<file path="src/rtl/ascs_pkg.sv">
package ascs_pkg;

    // Channel count and channel index width of the full variant
    localparam int          CH_COUNT        = 8;
    localparam int          CH_IDX_W        = 3;
    localparam int          ADDR_W          = 7;
    localparam int          DATA_W          = 8;

    // Register addresses on the register port
    localparam logic [6:0]  ADDR_SCAN_SEL   = 7'h01;
    localparam logic [6:0]  ADDR_FE_PD      = 7'h02;

    // Reset values
    localparam logic [7:0]  SCAN_SEL_RESET  = 8'hFF;
    localparam logic [7:0]  FE_PD_RESET     = 8'h00;
    localparam logic [7:0]  RDATA_RESET     = 8'h00;
    localparam logic [7:0]  UNMAPPED_RDATA  = 8'h00;
    localparam logic [2:0]  CHAN_RESET      = 3'h0;

    // Channel used when nothing is eligible
    localparam logic [2:0]  FALLBACK_CHAN   = 3'h0;
    localparam logic [2:0]  LAST_CHAN       = 3'h7;
    localparam logic [2:0]  CHAN_STEP       = 3'h1;

    // Whole state of the sequencer
    typedef struct packed {
        logic [7:0] scan_sel;
        logic [7:0] fe_pd;
        logic [2:0] chan;
        logic [7:0] rdata;
        logic       invalid;
    } ascs_state_s;

endpackage : ascs_pkg

</file>
<file path="src/rtl/ascs_sequencer.sv">
`timescale 1ns/1ps
module ascs_sequencer #(
    parameter int NUM_CHANNELS = 8
) (
    input  wire logic        CLOCK_IN,
    input  wire logic        RESET_N_IN,
    input  wire logic        SOFT_RESET_IN,
    input  wire logic [6:0]  REG_ADDR_IN,
    input  wire logic        REG_WRITE_IN,
    input  wire logic [7:0]  REG_WDATA_IN,
    input  wire logic        REG_READ_IN,
    output logic      [7:0]  REG_RDATA_OUT,
    input  wire logic        AUTO_SCAN_IN,
    input  wire logic [2:0]  MANUAL_CHANNEL_IN,
    input  wire logic        CONV_START_IN,
    output logic      [2:0]  CHANNEL_OUT,
    output logic      [7:0]  FRONTEND_OFF_OUT,
    output logic             DATA_INVALID_OUT
);

    ascs_pkg::ascs_state_s state_reg;
    ascs_pkg::ascs_state_s state_next;
    logic [7:0]            chan_mask;
    logic [7:0]            eligible;
    logic [2:0]            scan_pick;

    // Implemented channels of this variant
    for (genvar g = 0; g < ascs_pkg::CH_COUNT; g++) begin : g_mask
        assign chan_mask[g] = (g < NUM_CHANNELS);
    end

    // Selected, powered and present channels only
    assign eligible = state_reg.scan_sel & ~state_reg.fe_pd & chan_mask;

    // Next channel above the current one, else wrap to the lowest
    function automatic logic [2:0] next_channel(input logic [7:0] elig,
                                                input logic [2:0] cur);
        logic [2:0] lowest;
        logic [2:0] above;
        logic       found;
        lowest = ascs_pkg::FALLBACK_CHAN;
        above  = ascs_pkg::FALLBACK_CHAN;
        found  = 1'h0;
        for (int i = ascs_pkg::CH_COUNT - 1; i >= 0; i--) begin
            if (elig[i]) begin
                lowest = 3'(i);
            end
            if (elig[i] && (3'(i) > cur)) begin
                above = 3'(i);
                found = 1'h1;
            end
        end
        // Empty set falls out as channel zero through lowest
        next_channel = found ? above : lowest;
    endfunction : next_channel

    assign scan_pick = next_channel(eligible, state_reg.chan);

    // Next-state logic for registers, channel pick and read data
    always_comb begin
        state_next = state_reg;
        if (SOFT_RESET_IN) begin
            // Commanded reset wins over a write in the same cycle
            state_next.scan_sel = ascs_pkg::SCAN_SEL_RESET;
            state_next.fe_pd    = ascs_pkg::FE_PD_RESET;
            state_next.chan     = ascs_pkg::CHAN_RESET;
        end else begin
            if (REG_WRITE_IN && (REG_ADDR_IN == ascs_pkg::ADDR_SCAN_SEL)) begin
                // Absent channels keep their reset value
                state_next.scan_sel = (REG_WDATA_IN & chan_mask)
                                    | (ascs_pkg::SCAN_SEL_RESET & ~chan_mask);
            end
            if (REG_WRITE_IN && (REG_ADDR_IN == ascs_pkg::ADDR_FE_PD)) begin
                state_next.fe_pd = (REG_WDATA_IN & chan_mask)
                                 | (ascs_pkg::FE_PD_RESET & ~chan_mask);
            end
            if (CONV_START_IN) begin
                // Picks from registers as they stand now
                state_next.chan = AUTO_SCAN_IN ? scan_pick : MANUAL_CHANNEL_IN;
            end
        end
        if (REG_READ_IN) begin
            if (REG_ADDR_IN == ascs_pkg::ADDR_SCAN_SEL) begin
                state_next.rdata = state_reg.scan_sel | ~chan_mask;
            end else if (REG_ADDR_IN == ascs_pkg::ADDR_FE_PD) begin
                state_next.rdata = state_reg.fe_pd | ~chan_mask;
            end else begin
                state_next.rdata = ascs_pkg::UNMAPPED_RDATA;
            end
        end
        // Only implemented channels count toward all-off
        state_next.invalid = &(state_next.fe_pd | ~chan_mask);
    end

    // State register
    always_ff @(posedge CLOCK_IN or negedge RESET_N_IN) begin
        if (!RESET_N_IN) begin
            state_reg.scan_sel <= ascs_pkg::SCAN_SEL_RESET;
            state_reg.fe_pd    <= ascs_pkg::FE_PD_RESET;
            state_reg.chan     <= ascs_pkg::CHAN_RESET;
            state_reg.rdata    <= ascs_pkg::RDATA_RESET;
            state_reg.invalid  <= 1'h0;
        end else begin
            state_reg <= state_next;
        end
    end

    // Outputs straight from flops
    assign REG_RDATA_OUT    = state_reg.rdata;
    assign CHANNEL_OUT      = state_reg.chan;
    assign FRONTEND_OFF_OUT = state_reg.fe_pd & chan_mask;
    assign DATA_INVALID_OUT = state_reg.invalid;
endmodule : ascs_sequencer

</file>
<file path="config.mk">
export PLATFORM = sky130hd
export DESIGN_NAME = ascs_sequencer
export DESIGN_NICKNAME = d
export VERILOG_FILES = /design/src/rtl/ascs_pkg.sv /design/src/rtl/ascs_sequencer.sv
export SDC_FILE = /design/constraint.sdc
export NUM_CORES = 1
export LEC_CHECK = 0
export ABC_AREA = 1
export BUFFER_PORTS_ARGS = -buffer_cell sky130_fd_sc_hd__buf_4
export CAP_MARGIN = 10
export CORE_MARGIN = 4
export CORE_UTILIZATION = 47
export CTS_CLUSTER_SIZE = 16
export DETAILED_ROUTE_END_ITERATION = 10
export PLACE_DENSITY = 0.74
export SLEW_MARGIN = 10
export SYNTH_ARGS = -nofsm -noshare
export SYNTH_HDL_FRONTEND = slang
export SYNTH_SLANG_ARGS = --single-unit
</file>
<file path="constraint.sdc">
create_clock -name CLOCK_IN -period 1.37 [get_ports CLOCK_IN]
set_input_delay 0.0685 -clock CLOCK_IN [delete_from_list [all_inputs] [get_ports CLOCK_IN]]
set_output_delay 0.0685 -clock CLOCK_IN [all_outputs]
set_load 0.01 [all_outputs]
</file>
==> flow_summary.html, run 1 <==
<table>
<tr><th>Metric</th><th>Value</th></tr>
<tr><th colspan="2">STA</th></tr>
<tr><td>Final number of hold-violating endpoints</td><td>0</td></tr>
<tr><td>Max Clk Rate</td><td>681.8 MHz</td></tr>
<tr><td>Final slew viol count</td><td>0</td></tr>
<tr><td>Slew of the pin with the lowest slew margin</td><td>0.3680 ns</td></tr>
<tr><td>Post-route fraction of the period consumed by the critical path</td><td>107.1%</td></tr>
<tr><td>Min cycle time layout</td><td>1.467 ns</td></tr>
<tr><td>Smallest setup slack after layout</td><td>-0.09676 ns</td></tr>
<tr><td>RSZ-0062 raised after global routing</td><td>true</td></tr>
<tr><td>Skew final</td><td>0.003832 ns</td></tr>
<tr><td>Total Negative Setup Slacks</td><td>-0.1071 ns</td></tr>
<tr><td>Number of setup violations in the final report</td><td>2</td></tr>
<tr><td>Worst max-slew margin expressed relative to the limit</td><td>75.47%</td></tr>
<tr><th colspan="2">Die</th></tr>
<tr><td>Die W</td><td>68.74 um</td></tr>
<tr><td>Die area</td><td>4725 um2</td></tr>
<tr><td>Number of rows in the core area</td><td>21</td></tr>
<tr><td>Vert. Die Dim</td><td>68.74 um</td></tr>
<tr><td>Core box area</td><td>3442 um2</td></tr>
<tr><td>Starting density of the core</td><td>50.38%</td></tr>
<tr><td>IO Count</td><td>45</td></tr>
<tr><th colspan="2">Critical path</th></tr>
<tr><td>Arrival time reported for the critical path endpoint</td><td>1.64 ns</td></tr>
<tr><td>Worst Path Class, Setup</td><td>register to register</td></tr>
<tr><td>Type of destination of the critical path</td><td>register</td></tr>
<tr><td>Worst Path Max Fanout</td><td>3</td></tr>
<tr><td>Required time at the worst-slack endpoint</td><td>1.54 ns</td></tr>
<tr><td>Path depth of the worst reg2reg path</td><td>11</td></tr>
<tr><td>Type of element launching the critical path</td><td>register</td></tr>
<tr><th colspan="2">Synth</th></tr>
<tr><td>Number of unique standard cell types used by synthesis</td><td>27</td></tr>
<tr><td>Mapped Cells</td><td>225</td></tr>
<tr><td>Post-synthesis area per instance</td><td>7.707 um2</td></tr>
<tr><td>Cell with the most instances after synthesis</td><td>nand2_1</td></tr>
<tr><td>Sequential element share of the synthesized area</td><td>40.98%</td></tr>
<tr><td>Syn Nets</td><td>250</td></tr>
<tr><td>Async set-or-reset flop fraction in the synthesized netlist</td><td>100.0%</td></tr>
<tr><td>Top cell type by total area after synthesis</td><td>dfrtp_1</td></tr>
<tr><td>Dominant cells by area after synthesis</td><td>dfrtp_1 (29%), dfstp_2 (12%), nand2_1 (12%)</td></tr>
<tr><td>Netlist area before placement</td><td>1734 um2</td></tr>
<tr><td>Post-synth top cells</td><td>nand2_1 (54), inv_1 (30), dfrtp_1 (20), o21ai_0 (20), buf_4 (19)</td></tr>
<tr><td>Most used DFF post-synth</td><td>dfrtp_1</td></tr>
<tr><td>Warnings, synthesis</td><td>0</td></tr>
<tr><td>Share of Yosys cell area claimed by the top area cell type</td><td>28.86%</td></tr>
<tr><td>Flip-flop and latch count after synthesis</td><td>28</td></tr>
<tr><td>Number of enable-type register cells in the synthesized netlist</td><td>0</td></tr>
<tr><th colspan="2">Detailed routing</th></tr>
<tr><td>Total DRC errors in the routed layout</td><td>0</td></tr>
<tr><td>Antenna violation net count after detailed routing</td><td>0</td></tr>
<tr><td>Number of violations reported at the end of detailed-routing iteration 0</td><td>80</td></tr>
<tr><td>Via density</td><td>5.133</td></tr>
<tr><td>Total iterations of the first detailed-routing run</td><td>4</td></tr>
<tr><td>Total wire length after detailed routing</td><td>4309 um</td></tr>
<tr><td>Via Count</td><td>1622</td></tr>
<tr><td>Average wire per cell in the routed design</td><td>13.64 um</td></tr>
<tr><th colspan="2">Global route</th></tr>
<tr><td>Global-route wire length before repair</td><td>6948 um</td></tr>
<tr><td>Via count of the first global-routing pass</td><td>1585</td></tr>
<tr><td>Overall Global Routing Usage</td><td>19.74%</td></tr>
<tr><td>Gr ovfl total</td><td>0</td></tr>
<tr><td>Largest net degree at the start of global routing</td><td>29</td></tr>
<tr><td>Antenna violations before repair</td><td>0</td></tr>
<tr><th colspan="2">Run status</th></tr>
<tr><td>Run status</td><td>complete, but fails checks</td></tr>
<tr><td>Violated checks</td><td>setup timing</td></tr>
<tr><th colspan="2">Clock tree</th></tr>
<tr><td>Maximum number of buffers from clock root to sink</td><td>2</td></tr>
<tr><td>Clock tree sinks</td><td>28</td></tr>
<tr><td>TritonCTS clock tree</td><td>yes</td></tr>
<tr><td>Root cell of the clock tree</td><td>clkbuf_8</td></tr>
<tr><td>Count of H-tree levels built during CTS</td><td>1</td></tr>
<tr><td>Insertion delay to the later sink of the worst-skew pair</td><td>0.27 ns</td></tr>
<tr><td>Clock buffers created by TritonCTS</td><td>3</td></tr>
<tr><td>Clock-pin slew reported for the worst setup and hold paths after clock tree synthesis</td><td>0.09 ns</td></tr>
<tr><th colspan="2">Final layout</th></tr>
<tr><td>Number of nets in the layout</td><td>296</td></tr>
<tr><td>Fraction of final layout cells with drive strength greater than 1</td><td>38.52%</td></tr>
<tr><td>Final core utilization</td><td>64.70%</td></tr>
<tr><td>Diode insertion count for antenna repair</td><td>0</td></tr>
<tr><td>Area growth from synthesis to layout</td><td>28.43%</td></tr>
<tr><th colspan="2">Power</th></tr>
<tr><td>Total power divided by cell area</td><td>881.6 nW/um2</td></tr>
<tr><td>Reported leakage power</td><td>1.180 nW</td></tr>
<tr><td>Highest ir drop seen on vdd</td><td>518.2 uV</td></tr>
<tr><th colspan="2">Place</th></tr>
<tr><td>Number of buffer cells added on primary ports</td><td>44</td></tr>
<tr><td>Final RePlAce weighted congestion</td><td>0.8427</td></tr>
<tr><td>Detailed Place HPWL</td><td>3291 um</td></tr>
<tr><th colspan="2">Min path</th></tr>
<tr><td>Hold Path Cell Cnt</td><td>3</td></tr>
<tr><td>Path type of the worst min-delay path</td><td>primary input to register</td></tr>
<tr><th colspan="2">Run</th></tr>
<tr><td>Max-capacitance violation count</td><td>0</td></tr>
</table>
## kinds of logic (layout without fill, tap and decap cells)
kind of cell           Yosys count  after routing  share of synthesized area [%]
and+or+nand+nor                 99             99                          26.48
AOI/OAI and AO/OA               43             43                          15.95
buffers and inverters           55            100                          16.59
DFF                             28             28                          40.98
## per-layer routing
| metal | wire [um] | up-vias | GRT usage [%] |
|---|---|---|---|
| met4 | 59 | 0 | 3.650 |
| li1 | - | 802 | - |
| met3 | 266 | 6 | 2.431 |
| met2 | 2188 | 60 | 35.16 |
| met5 | 0 | - | 0 |
| met1 | 1795 | 754 | 25.82 |
## where the power goes
group | total, mW | switching [mW] | internal, mW
registers | 0.932 | 0.0383 | 0.893
clock network | 0.507 | 0.250 | 0.257
logic | 0.524 | 0.279 | 0.246
total | 1.96 | 0.567 | 1.40
## cell usage in the layout, fill, tap and decap left out, types with 3 or more instances in the layout
cell type  count
dfstp_2        8
o21ai_0       18
nor2_4         3
dfrtp_1       20
buf_4         61
o21a_1         9
nand2_1       50
nand2_2        4
clkbuf_8       4
inv_2          7
nand3_1       13
nor2_1         9
inv_1         24
or2_2          6
o221ai_1       8
nor2_2         3
## area by class of cell
type                       instances  area [um2]
clock buffer                       4       55.05
fill                             314        1215
inverter                          32       120.1
multi-input combinational        142       784.5
sequential                        28       710.7
tap                               46       57.56
timing repair buffer              64       499.2
## worst paths after layout
kind / startpoint / to / slack, ns
worst max-delay path: CHANNEL_OUT[0]$_DFFE_PN0P_ / CHANNEL_OUT[0]$_DFFE_PN0P_ / -0.1
worst min-delay path: REG_WDATA_IN[6] / state_reg[26]$_DFFE_PN1P_ / 0.04
worst max register to register: CHANNEL_OUT[0]$_DFFE_PN0P_ / CHANNEL_OUT[0]$_DFFE_PN0P_ / -0.1
worst min register to register: REG_RDATA_OUT[7]$_DFFE_PN0P_ / REG_RDATA_OUT[7]$_DFFE_PN0P_ / 0.49
max in group asynchronous: RESET_N_IN / state_reg[25]$_DFFE_PN1P_ / 0.80
min in group asynchronous: RESET_N_IN / REG_RDATA_OUT[1]$_DFFE_PN0P_ / 0.24
## stage by stage
stage          hold WS (ns)  cells  setup WS, ns  power, mW  area [um2]
3_3_place_gp        0.01079    305       -0.1017      1.383        2064
5_1_grt             0.06925    316       -0.1952      2.079        2227
4_1_cts             0.04319    315      -0.05908      1.935        2187
3_5_place_dp       0.007422    305       -0.1447      1.390        2064
2_1_floorplan       -0.2271    225       0.02337      1.205        1734
6_report            0.04006    316      -0.09676      1.963        2227
## what timing repair did
action | 4_1_cts | 5_1_grt
pin swaps | 7 | 9
hold buffers | 1 | 0
resized for setup | 9 | 15
endpoints found under the hold margin | 22 | 0
endpoints found under the setup margin | 3 | 3
setup buffers | 5 | 1
## critical path, stage by stage (launching register included)
cell and delay [ns]:
dfrtp_1 0.43, buf_4 0.16, nand2_1 0.06, nand4_1 0.14
nand2_2 0.13, inv_2 0.05, a21oi_2 0.14, nand2_1 0.06
nand2_1 0.05, nand2_1 0.05, nand2_1 0.06, nand2_1 0.04
Power figures use the tool's default switching activity.
==> run 2: changes to the inputs <==
==> constraint.sdc (replaced) <==
create_clock -name CLOCK_IN -period 1.37 [get_ports CLOCK_IN]
set_input_delay 0.2055 -clock CLOCK_IN [delete_from_list [all_inputs] [get_ports CLOCK_IN]]
set_output_delay 0.2055 -clock CLOCK_IN [all_outputs]
set_load 0.01 [all_outputs]
==> run 2 against run 1 <==
Against the previous run: the run still ends with setup timing left; sequential share of layout area down 0.20 points; register-to-register slack better by 0.04 ns; hold slack better by 0.13 ns; count of clock-buffer cells in the layout unchanged; via count about the same; largest power group unchanged.
==> flow_summary.html, run 2 (same netlist as run 1, synthesis figures left out) <==
<table>
<tr><th>Metric</th><th>Value</th></tr>
<tr><th colspan="2">Run status</th></tr>
<tr><td>Run status</td><td>complete, but fails checks</td></tr>
<tr><td>Violated checks</td><td>setup timing</td></tr>
<tr><th colspan="2">STA</th></tr>
<tr><td>Final slew viol count</td><td>0</td></tr>
<tr><td>Final number of hold-violating endpoints</td><td>0</td></tr>
<tr><td>Smallest setup slack after layout</td><td>-0.05547 ns</td></tr>
<tr><td>Worst max-slew margin expressed relative to the limit</td><td>75.55%</td></tr>
<tr><td>Number of setup violations in the final report</td><td>3</td></tr>
<tr><td>Post-route fraction of the period consumed by the critical path</td><td>104.0%</td></tr>
<tr><td>Total Negative Setup Slacks</td><td>-0.1313 ns</td></tr>
<tr><td>RSZ-0062 raised after global routing</td><td>true</td></tr>
<tr><td>Slew of the pin with the lowest slew margin</td><td>0.3667 ns</td></tr>
<tr><td>Min cycle time layout</td><td>1.425 ns</td></tr>
<tr><td>Skew final</td><td>0.006370 ns</td></tr>
<tr><td>Max Clk Rate</td><td>701.5 MHz</td></tr>
<tr><th colspan="2">Min path</th></tr>
<tr><td>End of the worst hold path</td><td>state_reg[27]$_DFFE_PN1P_</td></tr>
<tr><td>Hold Path Cell Cnt</td><td>3</td></tr>
<tr><td>Start point of the worst min-delay path</td><td>REG_WDATA_IN[7]</td></tr>
<tr><td>Path type of the worst min-delay path</td><td>primary input to register</td></tr>
<tr><th colspan="2">Final layout</th></tr>
<tr><td>Final core utilization</td><td>65.10%</td></tr>
<tr><td>Highest-count cells in the layout ignoring fill and taps</td><td>buf_4 (63), nand2_1 (52), inv_1 (25)</td></tr>
<tr><td>Most common cell after layout, fill and taps aside</td><td>buf_4</td></tr>
<tr><td>Area growth from synthesis to layout</td><td>29.22%</td></tr>
<tr><td>Number of nets in the layout</td><td>299</td></tr>
<tr><td>Final Instance Area</td><td>2241 um2</td></tr>
<tr><td>Fraction of final layout cells with drive strength greater than 1</td><td>37.00%</td></tr>
<tr><td>Diode insertion count for antenna repair</td><td>0</td></tr>
<tr><td>Non-filler instance count after layout</td><td>319</td></tr>
<tr><th colspan="2">Critical path</th></tr>
<tr><td>Worst Path Max Fanout</td><td>4</td></tr>
<tr><td>Type of destination of the critical path</td><td>register</td></tr>
<tr><td>Reg2Reg Setup Slack</td><td>-0.06 ns</td></tr>
<tr><td>Path depth of the worst reg2reg path</td><td>11</td></tr>
<tr><td>CP startpoint</td><td>CHANNEL_OUT[1]$_DFFE_PN0P_</td></tr>
<tr><td>Arrival time reported for the critical path endpoint</td><td>1.60 ns</td></tr>
<tr><td>Required time at the worst-slack endpoint</td><td>1.55 ns</td></tr>
<tr><td>Startpoint of the worst-slack reg-to-reg timing path</td><td>CHANNEL_OUT[1]$_DFFE_PN0P_</td></tr>
<tr><td>Type of element launching the critical path</td><td>register</td></tr>
<tr><td>Reg2Reg Capture Point</td><td>CHANNEL_OUT[0]$_DFFE_PN0P_</td></tr>
<tr><td>Worst Path Class, Setup</td><td>register to register</td></tr>
<tr><th colspan="2">Global route</th></tr>
<tr><td>Overall Global Routing Usage</td><td>20.68%</td></tr>
<tr><td>Antenna violations before repair</td><td>0</td></tr>
<tr><td>Global-route wire length before repair</td><td>7169 um</td></tr>
<tr><td>Via count of the first global-routing pass</td><td>1541</td></tr>
<tr><td>Gr ovfl total</td><td>0</td></tr>
<tr><td>Largest net degree at the start of global routing</td><td>29</td></tr>
<tr><th colspan="2">Detailed routing</th></tr>
<tr><td>Via density</td><td>5.082</td></tr>
<tr><td>Total wire length after detailed routing</td><td>4439 um</td></tr>
<tr><td>Total iterations of the first detailed-routing run</td><td>4</td></tr>
<tr><td>Average wire per cell in the routed design</td><td>13.92 um</td></tr>
<tr><td>Number of violations reported at the end of detailed-routing iteration 0</td><td>60</td></tr>
<tr><td>Via Count</td><td>1621</td></tr>
<tr><td>Total DRC errors in the routed layout</td><td>0</td></tr>
<tr><td>Antenna violation net count after detailed routing</td><td>0</td></tr>
<tr><th colspan="2">Die</th></tr>
<tr><td>Number of rows in the core area</td><td>21</td></tr>
<tr><td>Die W</td><td>68.74 um</td></tr>
<tr><td>Die area</td><td>4725 um2</td></tr>
<tr><td>Starting density of the core</td><td>50.38%</td></tr>
<tr><td>IO Count</td><td>45</td></tr>
<tr><td>Core box area</td><td>3442 um2</td></tr>
<tr><td>Vert. Die Dim</td><td>68.74 um</td></tr>
<tr><th colspan="2">Clock tree</th></tr>
<tr><td>TritonCTS clock tree</td><td>yes</td></tr>
<tr><td>Clock buffers created by TritonCTS</td><td>3</td></tr>
<tr><td>Root cell of the clock tree</td><td>clkbuf_8</td></tr>
<tr><td>Insertion delay to the later sink of the worst-skew pair</td><td>0.28 ns</td></tr>
<tr><td>Count of H-tree levels built during CTS</td><td>1</td></tr>
<tr><td>Clock-pin slew reported for the worst setup and hold paths after clock tree synthesis</td><td>0.09 ns</td></tr>
<tr><td>Maximum number of buffers from clock root to sink</td><td>2</td></tr>
<tr><td>Clock tree sinks</td><td>28</td></tr>
<tr><th colspan="2">Place</th></tr>
<tr><td>Detailed Place HPWL</td><td>3341 um</td></tr>
<tr><td>Placed Instances</td><td>307</td></tr>
<tr><td>Standard cell area after detailed placement</td><td>2079 um2</td></tr>
<tr><td>Number of buffer cells added on primary ports</td><td>44</td></tr>
<tr><td>Final RePlAce weighted congestion</td><td>0.8679</td></tr>
<tr><th colspan="2">Run</th></tr>
<tr><td>Max-capacitance violation count</td><td>0</td></tr>
<tr><th colspan="2">Power</th></tr>
<tr><td>Reported leakage power</td><td>1.191 nW</td></tr>
<tr><td>Power, Total</td><td>1.973 mW</td></tr>
<tr><td>Highest ir drop seen on vdd</td><td>557.8 uV</td></tr>
<tr><td>Total power divided by cell area</td><td>880.4 nW/um2</td></tr>
</table>
## run 2: cell count changes in the layout (fill, tap and decap cells not counted), moves of 2 or more
| cell | change |
|---|---|
| nor2_2 | -3 |
| nor2_1 | +3 |
| buf_4 | +2 |
| nand2_2 | -2 |
| nand2_1 | +2 |
## run 2: worst max-delay path by stage
| stage | to | slack [ns] | depth (start not counted) |
|---|---|---|---|
| 2_1_floorplan | CHANNEL_OUT[0]$_DFFE_PN0P_ | 0.02 | 11 |
| 3_3_place_gp | CHANNEL_OUT[0]$_DFFE_PN0P_ | -0.1 | 11 |
| 3_5_place_dp | CHANNEL_OUT[2]$_DFFE_PN0P_ | -0.14 | 8 |
| 4_1_cts | CHANNEL_OUT[0]$_DFFE_PN0P_ | -0.06 | 11 |
| 5_1_grt | CHANNEL_OUT[0]$_DFFE_PN0P_ | -0.16 | 10 |
| 6_report | CHANNEL_OUT[0]$_DFFE_PN0P_ | -0.06 | 11 |
## run 2: final cells by class
type                            count  area [um2]
Tap cell                           46       57.56
Fill cell                         303        1201
Sequential cell                    28       710.7
Multi-Input combinational cell    142       772.0
Clock buffer                        4       55.05
Timing Repair Buffer               67       525.5
Inverter                           32       120.1
## run 2: stage by stage
step / hold slack (ns) / worst slack [ns]
finish: 0.1722 / -0.05547
CTS: 0.1609 / -0.05874
global placement: 0.1477 / -0.09782
floorplan: -0.09009 / 0.02337
detailed placement: 0.1438 / -0.1406
global route: 0.1804 / -0.1574
## run 2: what timing repair did
item,4_1_cts,5_1_grt
gates resized for setup,10,9
hold buffers,1,0
hold endpoints to repair,20,0
pin swaps,13,10
buffers inserted,6,1
endpoints found under the setup margin,3,3
## run 2: power breakdown
part | switching, mW | internal [mW] | total [mW] | leakage, nW
sequential | 0.0349 | 0.893 | 0.928 | 0.348
combinational | 0.281 | 0.254 | 0.535 | 0.814
clock | 0.253 | 0.257 | 0.510 | 0.0288
total | 0.568 | 1.40 | 1.97 | 1.19
## run 2: metal layers
layer  share of wire [%]  global-route usage [%]  vias up
met1                  41                   27.10      742
met3                 6.0                   2.269       12
li1                    -                       -      808
met2                  50                   34.92       59
met5                   0                       0        -
met4                 2.6                   8.029        0
## run 2: worst max-delay path, cell delays in order, from the launching register on
cell     delay [ns]
dfrtp_1        0.42
buf_6          0.14
nand2_2        0.05
nand4_1        0.13
nand2_1        0.13
inv_2          0.06
a21oi_2        0.14
nand2_1        0.06
nand2_1        0.06
nand2_1        0.05
nand2_1        0.06
nand2_1        0.04
